<file path="src/logic/alu_pkg.sv">
// Contract
// RULE_01: An add-with-carry adds the operand to the accumulator, keeps the eight-bit sum and sets carry above 255.
// RULE_02: The carry left by one add is the carry input of the next add.
// RULE_03: A store of the accumulator leaves the carry flag as the last add left it.
// RULE_04: A clear-carry operation forces carry to zero, and a set-carry operation forces it to one.
// RULE_05: After the last add of a multi-byte sum, carry shows that the total overflowed the joint width.
// RULE_06: Bit 7 is the sign position and the sign flag copies bit 7 of the result.
// RULE_07: The same binary adder serves two's complement signed values unchanged.
// RULE_08: Overflow is set when the signed result leaves the range -128 to +127, and cleared otherwise.
// RULE_09: In signed adds carry is still the unsigned ninth bit, independent of overflow.
// RULE_10: A decimal mode adds bytes that hold two packed four-bit decimal digits.
// RULE_11: A decimal flag set by its own operation selects decimal and persists across adds.
// RULE_12: In decimal mode carry is set above 99 and the accumulator holds the corrected two digits.
// RULE_13: After each add, zero shows a zero result and negative copies result bit 7.
// RULE_14: Overflow is equal operand signs with a different result sign.
// RULE_15: In decimal mode each digit above nine is corrected by six and carries into the next digit.
package alu_pkg;

    // ========================================
    // Operations from instruction control
    typedef enum logic [2:0] {
        OP_NOP               = 3'b000,
        OP_ADC               = 3'b001,
        load_accumulator_op  = 3'b010,
        store_accumulator_op = 3'b011,
        clear_carry_op       = 3'b100,
        OP_SEC               = 3'b101,
        set_decimal_mode_op  = 3'b110,
        OP_CLD               = 3'b111
    } op_t;

    // ========================================
    // Register map
    localparam logic [7:0] ACC_OFS   = 8'h00;
    localparam logic [7:0] FLAGS_OFS = 8'h04;
    localparam logic [7:0] STAT_OFS  = 8'h08;
    localparam logic [7:0] MASK_OFS  = 8'h0c;
    localparam logic [7:0] COUNT_OFS = 8'h10;

    // ========================================
    // Flag field positions
    localparam int C_BIT = 0;
    localparam int Z_BIT = 1;
    localparam int D_BIT = 3;
    localparam int V_BIT = 6;
    localparam int N_BIT = 7;

    // ========================================
    // Interrupt event positions
    localparam int EV_CARRY = 0;
    localparam int EV_OVF   = 1;
    localparam int EV_DONE  = 2;

    // ========================================
    // Reset values and digit limits
    localparam logic [7:0]  ACC_RST   = 8'h00;
    localparam logic [7:0]  FLAGS_RST = 8'h00;
    localparam logic [2:0]  EV_RST    = 3'h0;
    localparam logic [15:0] COUNT_RST = 16'h0000;
    localparam logic [4:0]  DIGIT_MAX = 5'h09;
    localparam logic [4:0]  DIGIT_FIX = 5'h06;
    localparam logic [7:0]  DEC_MAX   = 8'h63;

endpackage

</file>
<file path="src/logic/digit_if.sv">
`timescale 1ns/100ps

interface digit_if;
    logic [3:0] a;
    logic [3:0] b;
    logic       cin;
    logic       dec;
    logic [3:0] sum;
    logic       cout;

    modport user
    (
        output a, b, cin, dec,
        input  sum, cout
    );
    modport adder
    (
        input  a, b, cin, dec,
        output sum, cout
    );
endinterface

</file>
<file path="src/logic/add_with_carry_flag_unit.sv">
`timescale 1ns/100ps

module add_with_carry_flag_unit
(
    // Clock and reset
    input  wire logic        clk,
    input  wire logic        arst_n,
    // Instruction control
    input  wire logic [2:0]  op,
    input  wire logic [7:0]  operand,
    output logic             done,
    // Accumulator and store path
    output logic [7:0]       acc,
    output logic [7:0]       store_data,
    output logic             store_valid,
    // Processor flags
    output logic             carry,
    output logic             zero,
    output logic             negative,
    output logic             overflow,
    output logic             decimal,
    // Register port
    input  wire logic [7:0]  addr,
    input  wire logic [31:0] wdata,
    input  wire logic        wr,
    input  wire logic        rd,
    output logic [31:0]      rdata,
    // Interrupt
    output logic             irq
);

    // ========================================
    // Reset release
    logic rst_n;

    reset_sync u_rst
    (
        .clk    (clk),
        .arst_n (arst_n),
        .rst_n  (rst_n)
    );

    // ========================================
    // State
    alu_pkg::op_t op_e;
    logic [7:0]   acc_q, acc_d;
    logic         c_q, c_d;
    logic         z_q, z_d;
    logic         n_q, n_d;
    logic         v_q, v_d;
    logic         d_q, d_d;
    logic [7:0]   sdata_q, sdata_d;
    logic         svalid_q, svalid_d;
    logic         done_q, done_d;
    logic [2:0]   stat_q, stat_d;
    logic [2:0]   mask_q, mask_d;
    logic [15:0]  count_q, count_d;
    logic [31:0]  rdata_q, rdata_d;
    logic         irq_q, irq_d;

    assign op_e = alu_pkg::op_t'(op);

    // ========================================
    // Adder: two digit stages in a carry chain
    digit_if lo ();
    digit_if hi ();

    digit_adder u_lo
    (
        .d (lo.adder)
    );

    digit_adder u_hi
    (
        .d (hi.adder)
    );

    logic [8:0] bin_sum;
    logic [7:0] res;
    logic       res_c;
    logic       res_v;

    always_comb
    begin
        lo.a   = acc_q[3:0];
        lo.b   = operand[3:0];
        lo.cin = c_q;            // [RULE_02]
        lo.dec = d_q;            // [RULE_10]
        hi.a   = acc_q[7:4];
        hi.b   = operand[7:4];
        hi.cin = lo.cout;        // [RULE_15]
        hi.dec = d_q;            // [RULE_11]
    end

    // Signed values use the very same adder; only the flags read them differently.
    always_comb
    begin
        bin_sum = {1'b0, acc_q} + {1'b0, operand} + {8'h00, c_q}; // [RULE_07]
        res     = {hi.sum, lo.sum};                               // [RULE_12]
        res_c   = hi.cout;                                        // [RULE_09]
        res_v   = ~(acc_q[7] ^ operand[7])
                & (acc_q[7] ^ bin_sum[7]);                        // [RULE_14]
    end

    // ========================================
    // Datapath and flag next state
    logic wr_acc;
    logic wr_flags;
    logic is_adc;

    always_comb
    begin
        wr_acc   = wr && (addr == alu_pkg::ACC_OFS);
        wr_flags = wr && (addr == alu_pkg::FLAGS_OFS);
        is_adc   = (op_e == alu_pkg::OP_ADC);
        acc_d    = wr_acc ? wdata[7:0] : acc_q;
        c_d      = wr_flags ? wdata[alu_pkg::C_BIT] : c_q;
        z_d      = wr_flags ? wdata[alu_pkg::Z_BIT] : z_q;
        d_d      = wr_flags ? wdata[alu_pkg::D_BIT] : d_q;
        v_d      = wr_flags ? wdata[alu_pkg::V_BIT] : v_q;
        n_d      = wr_flags ? wdata[alu_pkg::N_BIT] : n_q;
        sdata_d  = sdata_q;
        svalid_d = 1'b0;
        done_d   = 1'b0;
        count_d  = count_q;
        // An operation in the same cycle as a software write wins.
        unique case (op_e)
            alu_pkg::OP_NOP:
            begin
                done_d = 1'b0;
            end
            alu_pkg::OP_ADC:
            begin
                acc_d   = res;            // [RULE_01]
                c_d     = res_c;          // [RULE_01] [RULE_05] [RULE_12]
                v_d     = res_v;          // [RULE_08]
                z_d     = (res == 8'h00); // [RULE_13]
                n_d     = res[7];         // [RULE_06] [RULE_13]
                done_d  = 1'b1;
                count_d = count_q + 16'h0001;
            end
            alu_pkg::load_accumulator_op:
            begin
                acc_d  = operand;
                z_d    = (operand == 8'h00);
                n_d    = operand[7];
                done_d = 1'b1;
            end
            alu_pkg::store_accumulator_op:
            begin
                sdata_d  = acc_q;         // [RULE_03]
                svalid_d = 1'b1;
                done_d   = 1'b1;
            end
            alu_pkg::clear_carry_op:
            begin
                c_d    = 1'b0;            // [RULE_04]
                done_d = 1'b1;
            end
            alu_pkg::OP_SEC:
            begin
                c_d    = 1'b1;            // [RULE_04]
                done_d = 1'b1;
            end
            alu_pkg::set_decimal_mode_op:
            begin
                d_d    = 1'b1;            // [RULE_11]
                done_d = 1'b1;
            end
            alu_pkg::OP_CLD:
            begin
                d_d    = 1'b0;
                done_d = 1'b1;
            end
        endcase
    end

    always_ff @(posedge clk or negedge rst_n)
    begin
        if (!rst_n)
        begin
            acc_q    <= alu_pkg::ACC_RST;
            c_q      <= alu_pkg::FLAGS_RST[alu_pkg::C_BIT];
            z_q      <= alu_pkg::FLAGS_RST[alu_pkg::Z_BIT];
            d_q      <= alu_pkg::FLAGS_RST[alu_pkg::D_BIT];
            v_q      <= alu_pkg::FLAGS_RST[alu_pkg::V_BIT];
            n_q      <= alu_pkg::FLAGS_RST[alu_pkg::N_BIT];
            sdata_q  <= alu_pkg::ACC_RST;
            svalid_q <= 1'b0;
            done_q   <= 1'b0;
            count_q  <= alu_pkg::COUNT_RST;
        end
        else
        begin
            acc_q    <= acc_d;
            c_q      <= c_d;
            z_q      <= z_d;
            d_q      <= d_d;
            v_q      <= v_d;
            n_q      <= n_d;
            sdata_q  <= sdata_d;
            svalid_q <= svalid_d;
            done_q   <= done_d;
            count_q  <= count_d;
        end
    end

    // ========================================
    // Interrupt status, mask and read port
    logic [7:0] flags_v;

    always_comb
    begin
        flags_v = 8'h00;
        flags_v[alu_pkg::C_BIT] = c_q;
        flags_v[alu_pkg::Z_BIT] = z_q;
        flags_v[alu_pkg::D_BIT] = d_q;
        flags_v[alu_pkg::V_BIT] = v_q;
        flags_v[alu_pkg::N_BIT] = n_q;
        mask_d = mask_q;
        stat_d = stat_q;
        if (wr && (addr == alu_pkg::MASK_OFS))
        begin
            mask_d = wdata[2:0];
        end
        if (wr && (addr == alu_pkg::STAT_OFS))
        begin
            stat_d = stat_q & ~wdata[2:0];
        end
        // A new event beats a clear in the same cycle.
        stat_d[alu_pkg::EV_CARRY] = stat_d[alu_pkg::EV_CARRY] | (is_adc & res_c);
        stat_d[alu_pkg::EV_OVF]   = stat_d[alu_pkg::EV_OVF] | (is_adc & res_v);
        stat_d[alu_pkg::EV_DONE]  = stat_d[alu_pkg::EV_DONE] | is_adc;
        irq_d   = |(stat_q & mask_q);
        rdata_d = 32'h0000_0000;
        if (rd)
        begin
            unique case (addr)
                alu_pkg::ACC_OFS:   rdata_d = {24'h00_0000, acc_q};
                alu_pkg::FLAGS_OFS: rdata_d = {24'h00_0000, flags_v};
                alu_pkg::STAT_OFS:  rdata_d = {29'h0000_0000, stat_q};
                alu_pkg::MASK_OFS:  rdata_d = {29'h0000_0000, mask_q};
                alu_pkg::COUNT_OFS: rdata_d = {16'h0000, count_q};
                default:            rdata_d = 32'h0000_0000;
            endcase
        end
    end

    always_ff @(posedge clk or negedge rst_n)
    begin
        if (!rst_n)
        begin
            stat_q  <= alu_pkg::EV_RST;
            mask_q  <= alu_pkg::EV_RST;
            irq_q   <= 1'b0;
            rdata_q <= 32'h0000_0000;
        end
        else
        begin
            stat_q  <= stat_d;
            mask_q  <= mask_d;
            irq_q   <= irq_d;
            rdata_q <= rdata_d;
        end
    end

    // ========================================
    // Outputs
    assign acc         = acc_q;
    assign carry       = c_q;
    assign zero        = z_q;
    assign negative    = n_q;
    assign overflow    = v_q;
    assign decimal     = d_q;
    assign store_data  = sdata_q;
    assign store_valid = svalid_q;
    assign done        = done_q;
    assign rdata       = rdata_q;
    assign irq         = irq_q;

    // ========================================
    // Checks
    logic [7:0] dec_in;

    always_comb
    begin
        dec_in = 8'((acc_q[7:4] * 4'ha) + acc_q[3:0]
               + (operand[7:4] * 4'ha) + operand[3:0] + c_q);
    end
endmodule

</file>
<file path="src/logic/digit_adder.sv">
`timescale 1ns/100ps

module digit_adder
(
    // Digit operands and result
    digit_if.adder d
);
    logic [4:0] raw;
    logic [4:0] fixd;

    // A binary digit carries out of bit 4; a decimal digit above nine is fixed by six.
    always_comb
    begin
        raw    = {1'b0, d.a} + {1'b0, d.b} + {4'h0, d.cin};
        fixd   = raw + alu_pkg::DIGIT_FIX;
        d.sum  = raw[3:0];
        d.cout = raw[4];
        if (d.dec && (raw > alu_pkg::DIGIT_MAX))
        begin
            d.sum  = fixd[3:0]; // [RULE_15]
            d.cout = 1'b1;      // [RULE_15]
        end
    end
endmodule

</file>
<file path="src/logic/reset_sync.sv">
`timescale 1ns/100ps

module reset_sync
(
    // Clock and raw reset
    input  wire logic clk,
    input  wire logic arst_n,
    // Released reset
    output logic      rst_n
);
    logic meta_q;
    logic rel_q;

    // Assert at once, release after two edges.
    always_ff @(posedge clk or negedge arst_n)
    begin
        if (!arst_n)
        begin
            meta_q <= 1'b0;
            rel_q  <= 1'b0;
        end
        else
        begin
            meta_q <= 1'b1;
            rel_q  <= meta_q;
        end
    end

    assign rst_n = rel_q;
endmodule

</file>
<file path="config.mk">
export PLATFORM = sky130hd
export DESIGN_NAME = add_with_carry_flag_unit
export DESIGN_NICKNAME = d
export VERILOG_FILES = /design/src/logic/alu_pkg.sv /design/src/logic/digit_if.sv /design/src/logic/add_with_carry_flag_unit.sv /design/src/logic/digit_adder.sv /design/src/logic/reset_sync.sv
export SDC_FILE = /design/constraint.sdc
export NUM_CORES = 1
export LEC_CHECK = 0
export ABC_AREA = 1
export BUFFER_PORTS_ARGS = -buffer_cell sky130_fd_sc_hd__buf_2
export CAP_MARGIN = 10
export CORE_ASPECT_RATIO = 0.5
export CORE_MARGIN = 2
export CORE_UTILIZATION = 40
export CTS_CLUSTER_SIZE = 12
export DETAILED_ROUTE_END_ITERATION = 6
export PLACE_DENSITY = 0.64
export SETUP_SLACK_MARGIN = 0.5
export SLEW_MARGIN = 10
export SYNTH_ARGS = -nofsm -noshare
export SYNTH_HDL_FRONTEND = slang
export SYNTH_HIERARCHICAL = 1
export SYNTH_SLANG_ARGS = --single-unit
export TNS_END_PERCENT = 20
</file>
<file path="constraint.sdc">
create_clock -name clk -period 3.8 [get_ports clk]
set_input_delay 0.19 -clock clk [delete_from_list [all_inputs] [get_ports clk]]
set_output_delay 0.19 -clock clk [all_outputs]
set_load 0.1 [all_outputs]
</file>
==> impl_results.md, run 1 <==
- Status: finished, violations left
- Violated checks: negative setup slack
- Fraction of layout cells with a size suffix above 1: 30.9%
- Clk slew on worst S/H paths: 0.05 ns
- Initial antenna violation count: 0
- Synth top area share: 37.6%
- Final Non-Filler Cells: 825
- Post-synth EDFFs: 0
- Die X: 150 um
- Top post-synthesis cells by area: dfrtp_1 38%, nand2_1 16%, nand3_1 7.9%
- Worst setup margin: -0.535 ns
- Final hold slack: 0.0894 ns
- Crit share post-route: 114%
- Async S/R FF share, synth: 100%
- Synthesized area: roughly 0.0043 mm^2
- Dpl ws: -0.565 ns
- RSZ-0062 raised after global routing: yes
- Final Critical Period: 4.34 ns
- CP peak stage delay: between 0.5 and 0.6 ns
- Worst Path Arrival: about 4.6 ns
- Die Area: 0.0115 mm^2
- First-pass GRT wire length: 18.5 mm
- Die Ht: 77.0 um
- Total track usage: a little over 20%
- Post-synth top flop: dfrtp_1
- TritonCTS clock tree: yes
- Fill cells: 1009
- Dpl cells: roughly 800
- Number of I/O port buffers: 70
- Worst skew pair latency: 0.33 ns
- Mapped Cells: ~570
- RePlAce Congestion: 0.869
- CTS H-tree lvls: 3
- Pin count of the biggest net entering global routing: 38
- Slew margin rel.: 48.6%
- CTS Buffer Depth: 2
- Final hold vios: 0
- Most frequent cell after synthesis: nand2_1
- Leading area contributor after synthesis: dfrtp_1
- Fin util: 52.8%
- Ant. Diodes: 0
- Most frequent cells after synthesis: 186 x nand2_1, 67 x nand3_1, 64 x dfrtp_1, 57 x inv_1, 39 x nor2_1
- Met2 Usage GRT: between 30 and 40%
- Peak supply drop: 0.256 mV
- Leakage: 0.00290 uW
- Pwr dens: 609 mW/mm^2
- Gr ovfl total: 0
- Finish-stage setup viols: 7
- Max Cap Viol: 0
- GR Util met3: 3.81%
- Synthesis-stage register bit count: 64
- Initial Util: 41.5%
- DR DRC count: 0
- M1 GR Usage: ~29%
- Clk sinks: 64
- Starting DRC count in detailed routing: 232
- Yosys warnings: 6
- Peak Freq: approximately 0.23 GHz
- Total Wirelength: 11.0 mm
- Synth-to-layout area growth: 27.2%
- Busiest layer in global routing: met2
- Final Max Slew Viols: 0
- Worst setup path class: flip-flop to flip-flop
- Delay-heaviest family, CP: adder cells
- Vias: 3898
- Syn avg cell area: 7.50 um^2
- Crit path required time: 4.06 ns
- Crit end category: flip-flop
- CTS root buf: clkbuf_16
- Max Clock Skew: 0.00643 ns
- Nets: 757
- I/O pin count: 111
- Sequential share of the synthesized area: 37.6%
- Worst slew pin tran: 0.768 ns
- CORE AREA: 0.0103 mm^2
- CP max stage cell: fa_2
- Vias per cell: 4.72
- Number of global-route vias before repair: 3720
- Num CTS Buffers: 9
- Antenna Nets Post-Route: 0
- Row count: 26
- First-pass DRT Iterations: 4
- Crit path max fanout: 3
- HPWL Detailed: between 8 and 9 mm
- WL/cell: 13.4 um
- Critical path launch point type: flip-flop
- Worst path buffer plus inverter count: 3
- Netlist cell types: 35
- Hold WC Path Type: primary input to flip-flop
cell families after synthesis:
| family | synth area share (%) |
|---|---|
| AND/OR/NAND/NOR | 37.4 |
| adder cells (fa/ha/maj) | 7.16 |
| AO/OA/AOI/OAI | 5.75 |
| other | 0.176 |
| XOR/XNOR | 2.05 |
| flip-flops | 37.6 |
| buffers and inverters | 9.86 |
report_power, final:
group          internal, uW  total [uW]  switching [uW]
clock network           609         899             290
registers               768         875             107
logic                   501        1530            1030
total                  1880        3300            1420
routing by layer:
metal  up-vias  share of wire [%]
li1       1982                  -
met1      1818                 48
met2        86                 46
met3        12                4.5
met4         0                1.1
met5         -                  0
sequential cells by signal, indices dropped and copies added (netlist names), 3 cells and up:
signal      flops
count_q        16
rdata          16
acc             8
store_data      8
mask_q          3
stat_q          3
per-stage QoR:
stage / area (um^2) / setup TNS [ns] / total power [uW]
CTS: 5380 / -2.23 / 3270
finish: 5420 / -2.75 / 3300
floorplan: 4370 / -4.21 / 1920
global route: 5420 / -3.97 / 3490
global placement: 4920 / -2.46 / 2250
detailed placement: 4920 / -2.99 / 2270
cells in the final DEF (no fill, tap or decap), types with 2 or more instances in the layout:
| cell type | count |
|---|---|
| ha_1 | 14 |
| nand3_1 | 63 |
| nand2_2 | 22 |
| a21oi_2 | 3 |
| nand3b_1 | 3 |
| ha_4 | 3 |
| nor2_4 | 5 |
| o21ai_0 | 7 |
| nor3_1 | 9 |
| dfrtp_2 | 4 |
| xor2_1 | 8 |
| inv_2 | 10 |
| a21oi_4 | 3 |
| xnor2_1 | 2 |
| nor2_2 | 8 |
| dfrtp_1 | 60 |
| nand3_2 | 7 |
| nor2_1 | 37 |
| nand2_1 | 177 |
| clkbuf_16 | 9 |
| a21oi_1 | 8 |
| bufinv_16 | 2 |
| o21ai_2 | 7 |
| fa_2 | 4 |
| buf_2 | 70 |
| buf_4 | 38 |
| inv_1 | 52 |
| nand2_4 | 7 |
| conb_1 | 17 |
| clkbuf_1 | 2 |
| clkbuf_8 | 2 |
| o21ai_1 | 9 |
path summary, 6_finish.rpt:
kind                             start           end  slack, ns  cells after the start
max                             acc[0]          zero      -0.54                     28
min                                 rd      rdata[7]       0.09                      3
max reg2reg                     acc[0]          zero      -0.54                     28
min reg2reg                u_rst/rst_n      rdata[7]       0.26                      0
max in group asynchronous  u_rst/rst_n        acc[3]       2.65                      1
min in group asynchronous       arst_n  u_rst/meta_q       0.17                      2
timing repair:
| item | in CTS | in global routing |
|---|---|---|
| endpoints found under the hold margin | 2 | 0 |
| endpoints found under the setup margin | 7 | 7 |
| resized for setup | 17 | 7 |
| pin swaps | 15 | 15 |
| buffers inserted | 8 | 3 |
| hold buffers | 1 | 0 |
layout make-up:
cell class                 instances  area, um^2  share of cell area, %
sequential                        64        1610                   29.6
inverter                          63         239                   4.41
clock buffer                      13         260                   4.80
multi-input combinational        433        2430                   44.8
tap                              140         175                   3.23
timing repair buffer             109         646                   11.9
clock inverter                     3        65.1                   1.20
worst register-to-register path, delay by kind of cell, from the launching register on:
kind                     cells  cell delay (ns)
AO/OA/AOI/OAI                4             0.35
adder cells (fa/ha/maj)      6             2.21
buffers and inverters        3             0.17
flip-flops                   1             0.41
AND/OR/NAND/NOR             15             1.14
Note: power is estimated with default switching activity, not from simulation.
==> run 2: changes to the inputs <==
Settings changed: CORE_MARGIN 2 to 4.
==> run 2 against run 1 <==
  * The run still ends with negative setup slack left
  * Maximum frequency is 1.7% higher
  * Routed wire length grew 1.7%
  * Global-route usage down 1.1 points
  * Die area rose by 8.0%
==> impl_results.md, run 2 (same netlist as run 1, synthesis figures left out) <==
- Max Clock Skew: 0.00744 ns
- Row count: 26
- HPWL Detailed: a little under 9 mm
- Worst setup margin: -0.463 ns
- CP peak stage delay: 0.56 ns
- First-pass GRT wire length: 19.1 mm
- Max Cap Viol: 0
- Nets: 747
- Peak Freq: around 0.23 GHz
- Antenna Nets Post-Route: 0
- CTS H-tree lvls: 3
- Synth-to-layout area growth: 23.8%
- Fraction of layout cells with a size suffix above 1: 28.6%
- Worst Path Arrival: 4.53 ns
- Final hold vios: 0
- Starting DRC count in detailed routing: 290
- Vias per cell: 4.80
- Most frequent cells in the layout: 183 x nand2_1, 70 x buf_2, 65 x nand3_1, 60 x dfrtp_1, 52 x inv_1
- Slew margin rel.: around 46%
- Finish-stage setup viols: 7
- Gr ovfl total: 0
- Crit end category: flip-flop
- Leakage: 0.00283 uW
- Crit share post-route: 112%
- Final hold slack: 0.102 ns
- Status: finished, violations left
- Vias: 3913
- Total Wirelength: 11.2 mm
- Worst setup path class: flip-flop to flip-flop
- CORE AREA: 0.0103 mm^2
- Pwr Total: 3120 uW
- CTS Buffer Depth: 2
- Hold WC Path Type: primary input to flip-flop
- Crit path max fanout: 4
- Worst slew pin tran: 0.806 ns
- RePlAce Congestion: between 0.8 and 0.9
- Final Max Slew Viols: 0
- TritonCTS clock tree: yes
- Commonest non-fill, non-tap cell in the layout: nand2_1
- Initial antenna violation count: 0
- Ant. Diodes: 0
- Clk sinks: 64
- Number of global-route vias before repair: 3865
- First-pass DRT Iterations: 4
- Final Critical Period: 4.26 ns
- Crit path required time: 4.07 ns
- Initial Util: 41.3%
- RSZ-0062 raised after global routing: yes
- Fin util: 51.2%
- CTS root buf: clkbuf_16
- Pwr dens: 591 mW/mm^2
- Die X: 154 um
- Hold Startpoint: rd
- Die Area: ~0.012 mm^2
- Total track usage: 19.4%
- Die Ht: ~80 um
- Critical Path Start: acc[0]
- I/O pin count: approximately 110
- Setup_tns: -2.16 ns
- Number of I/O port buffers: 70
- Num CTS Buffers: 9
- DR DRC count: 0
- Peak supply drop: 0.248 mV
- Worst skew pair latency: about 0.33 ns
- WL/cell: ~14 um
- CP max stage cell: fa_2
- Pin count of the biggest net entering global routing: 37
- Critical path launch point type: flip-flop
- Clk slew on worst S/H paths: 0.06 ns
- Fill cells: 1010
- Violated checks: negative setup slack
- FF-to-FF Start: acc[0]
==> run 2: routing by layer <==
metal / share of wire [%] / wire (um) / global-route usage [%] / vias up
met5: 0 / 0 / 0 / -
met4: 1.6 / 175 / 6.43 / 0
met3: 6.1 / 687 / 4.47 / 15
met2: 46 / 5110 / 31.6 / 110
met1: 47 / 5250 / 25.8 / 1818
li1: - / - / - / 1970
==> run 2: metrics by stage <==
step	area (um^2)	worst slack [ns]	cells
final	5280	-0.463	815
after global routing	5280	-0.726	815
after CTS	5270	-0.478	815
after detailed placement	4910	-0.583	796
after global placement	4910	-0.489	796
after floorplan	4370	-0.810	583
==> run 2: area by class of cell <==
| class | count | area, um^2 | share of cell area, % |
|---|---|---|---|
| multi-input combinational | 433 | 2400 | 45.4 |
| sequential | 64 | 1610 | 30.4 |
| timing repair buffer | 99 | 571 | 10.8 |
| inverter | 63 | 239 | 4.53 |
| clock buffer | 10 | 229 | 4.34 |
| tap | 140 | 175 | 3.32 |
| clock inverter | 6 | 60.1 | 1.14 |
==> run 2: worst paths after layout <==
kind	to	slack, ns	cells after the start
setup / recovery	zero	-0.46	28
hold / removal	rdata[7]	0.10	3
setup reg to reg	zero	-0.46	28
hold reg to reg	u_rst/rst_n	0.35	0
max in group asynchronous	overflow	2.56	1
min in group asynchronous	u_rst/rst_n	0.17	2
==> run 2: power by group <==
group          switching [uW]  internal, uW
logic                     995           443
clock network             299           504
registers                 109           768
total                    1400          1710
==> run 2: repair_timing <==
item | CTS | global route
hold endpoints to repair | 2 | 0
hold buffers | 1 | 0
buffers inserted | 2 | 0
setup endpoints to repair | 7 | 7
pin swaps | 8 | 3
resized for setup | 11 | 2
==> run 2: worst max-delay path, delay by kind of cell (launching register included) <==
family / cells / cell delay (ns)
flops: 1 / 0.41
simple gates: 15 / 1.13
fa+ha+maj: 6 / 2.15
buf+inv: 3 / 0.17
compound gates: 4 / 0.33
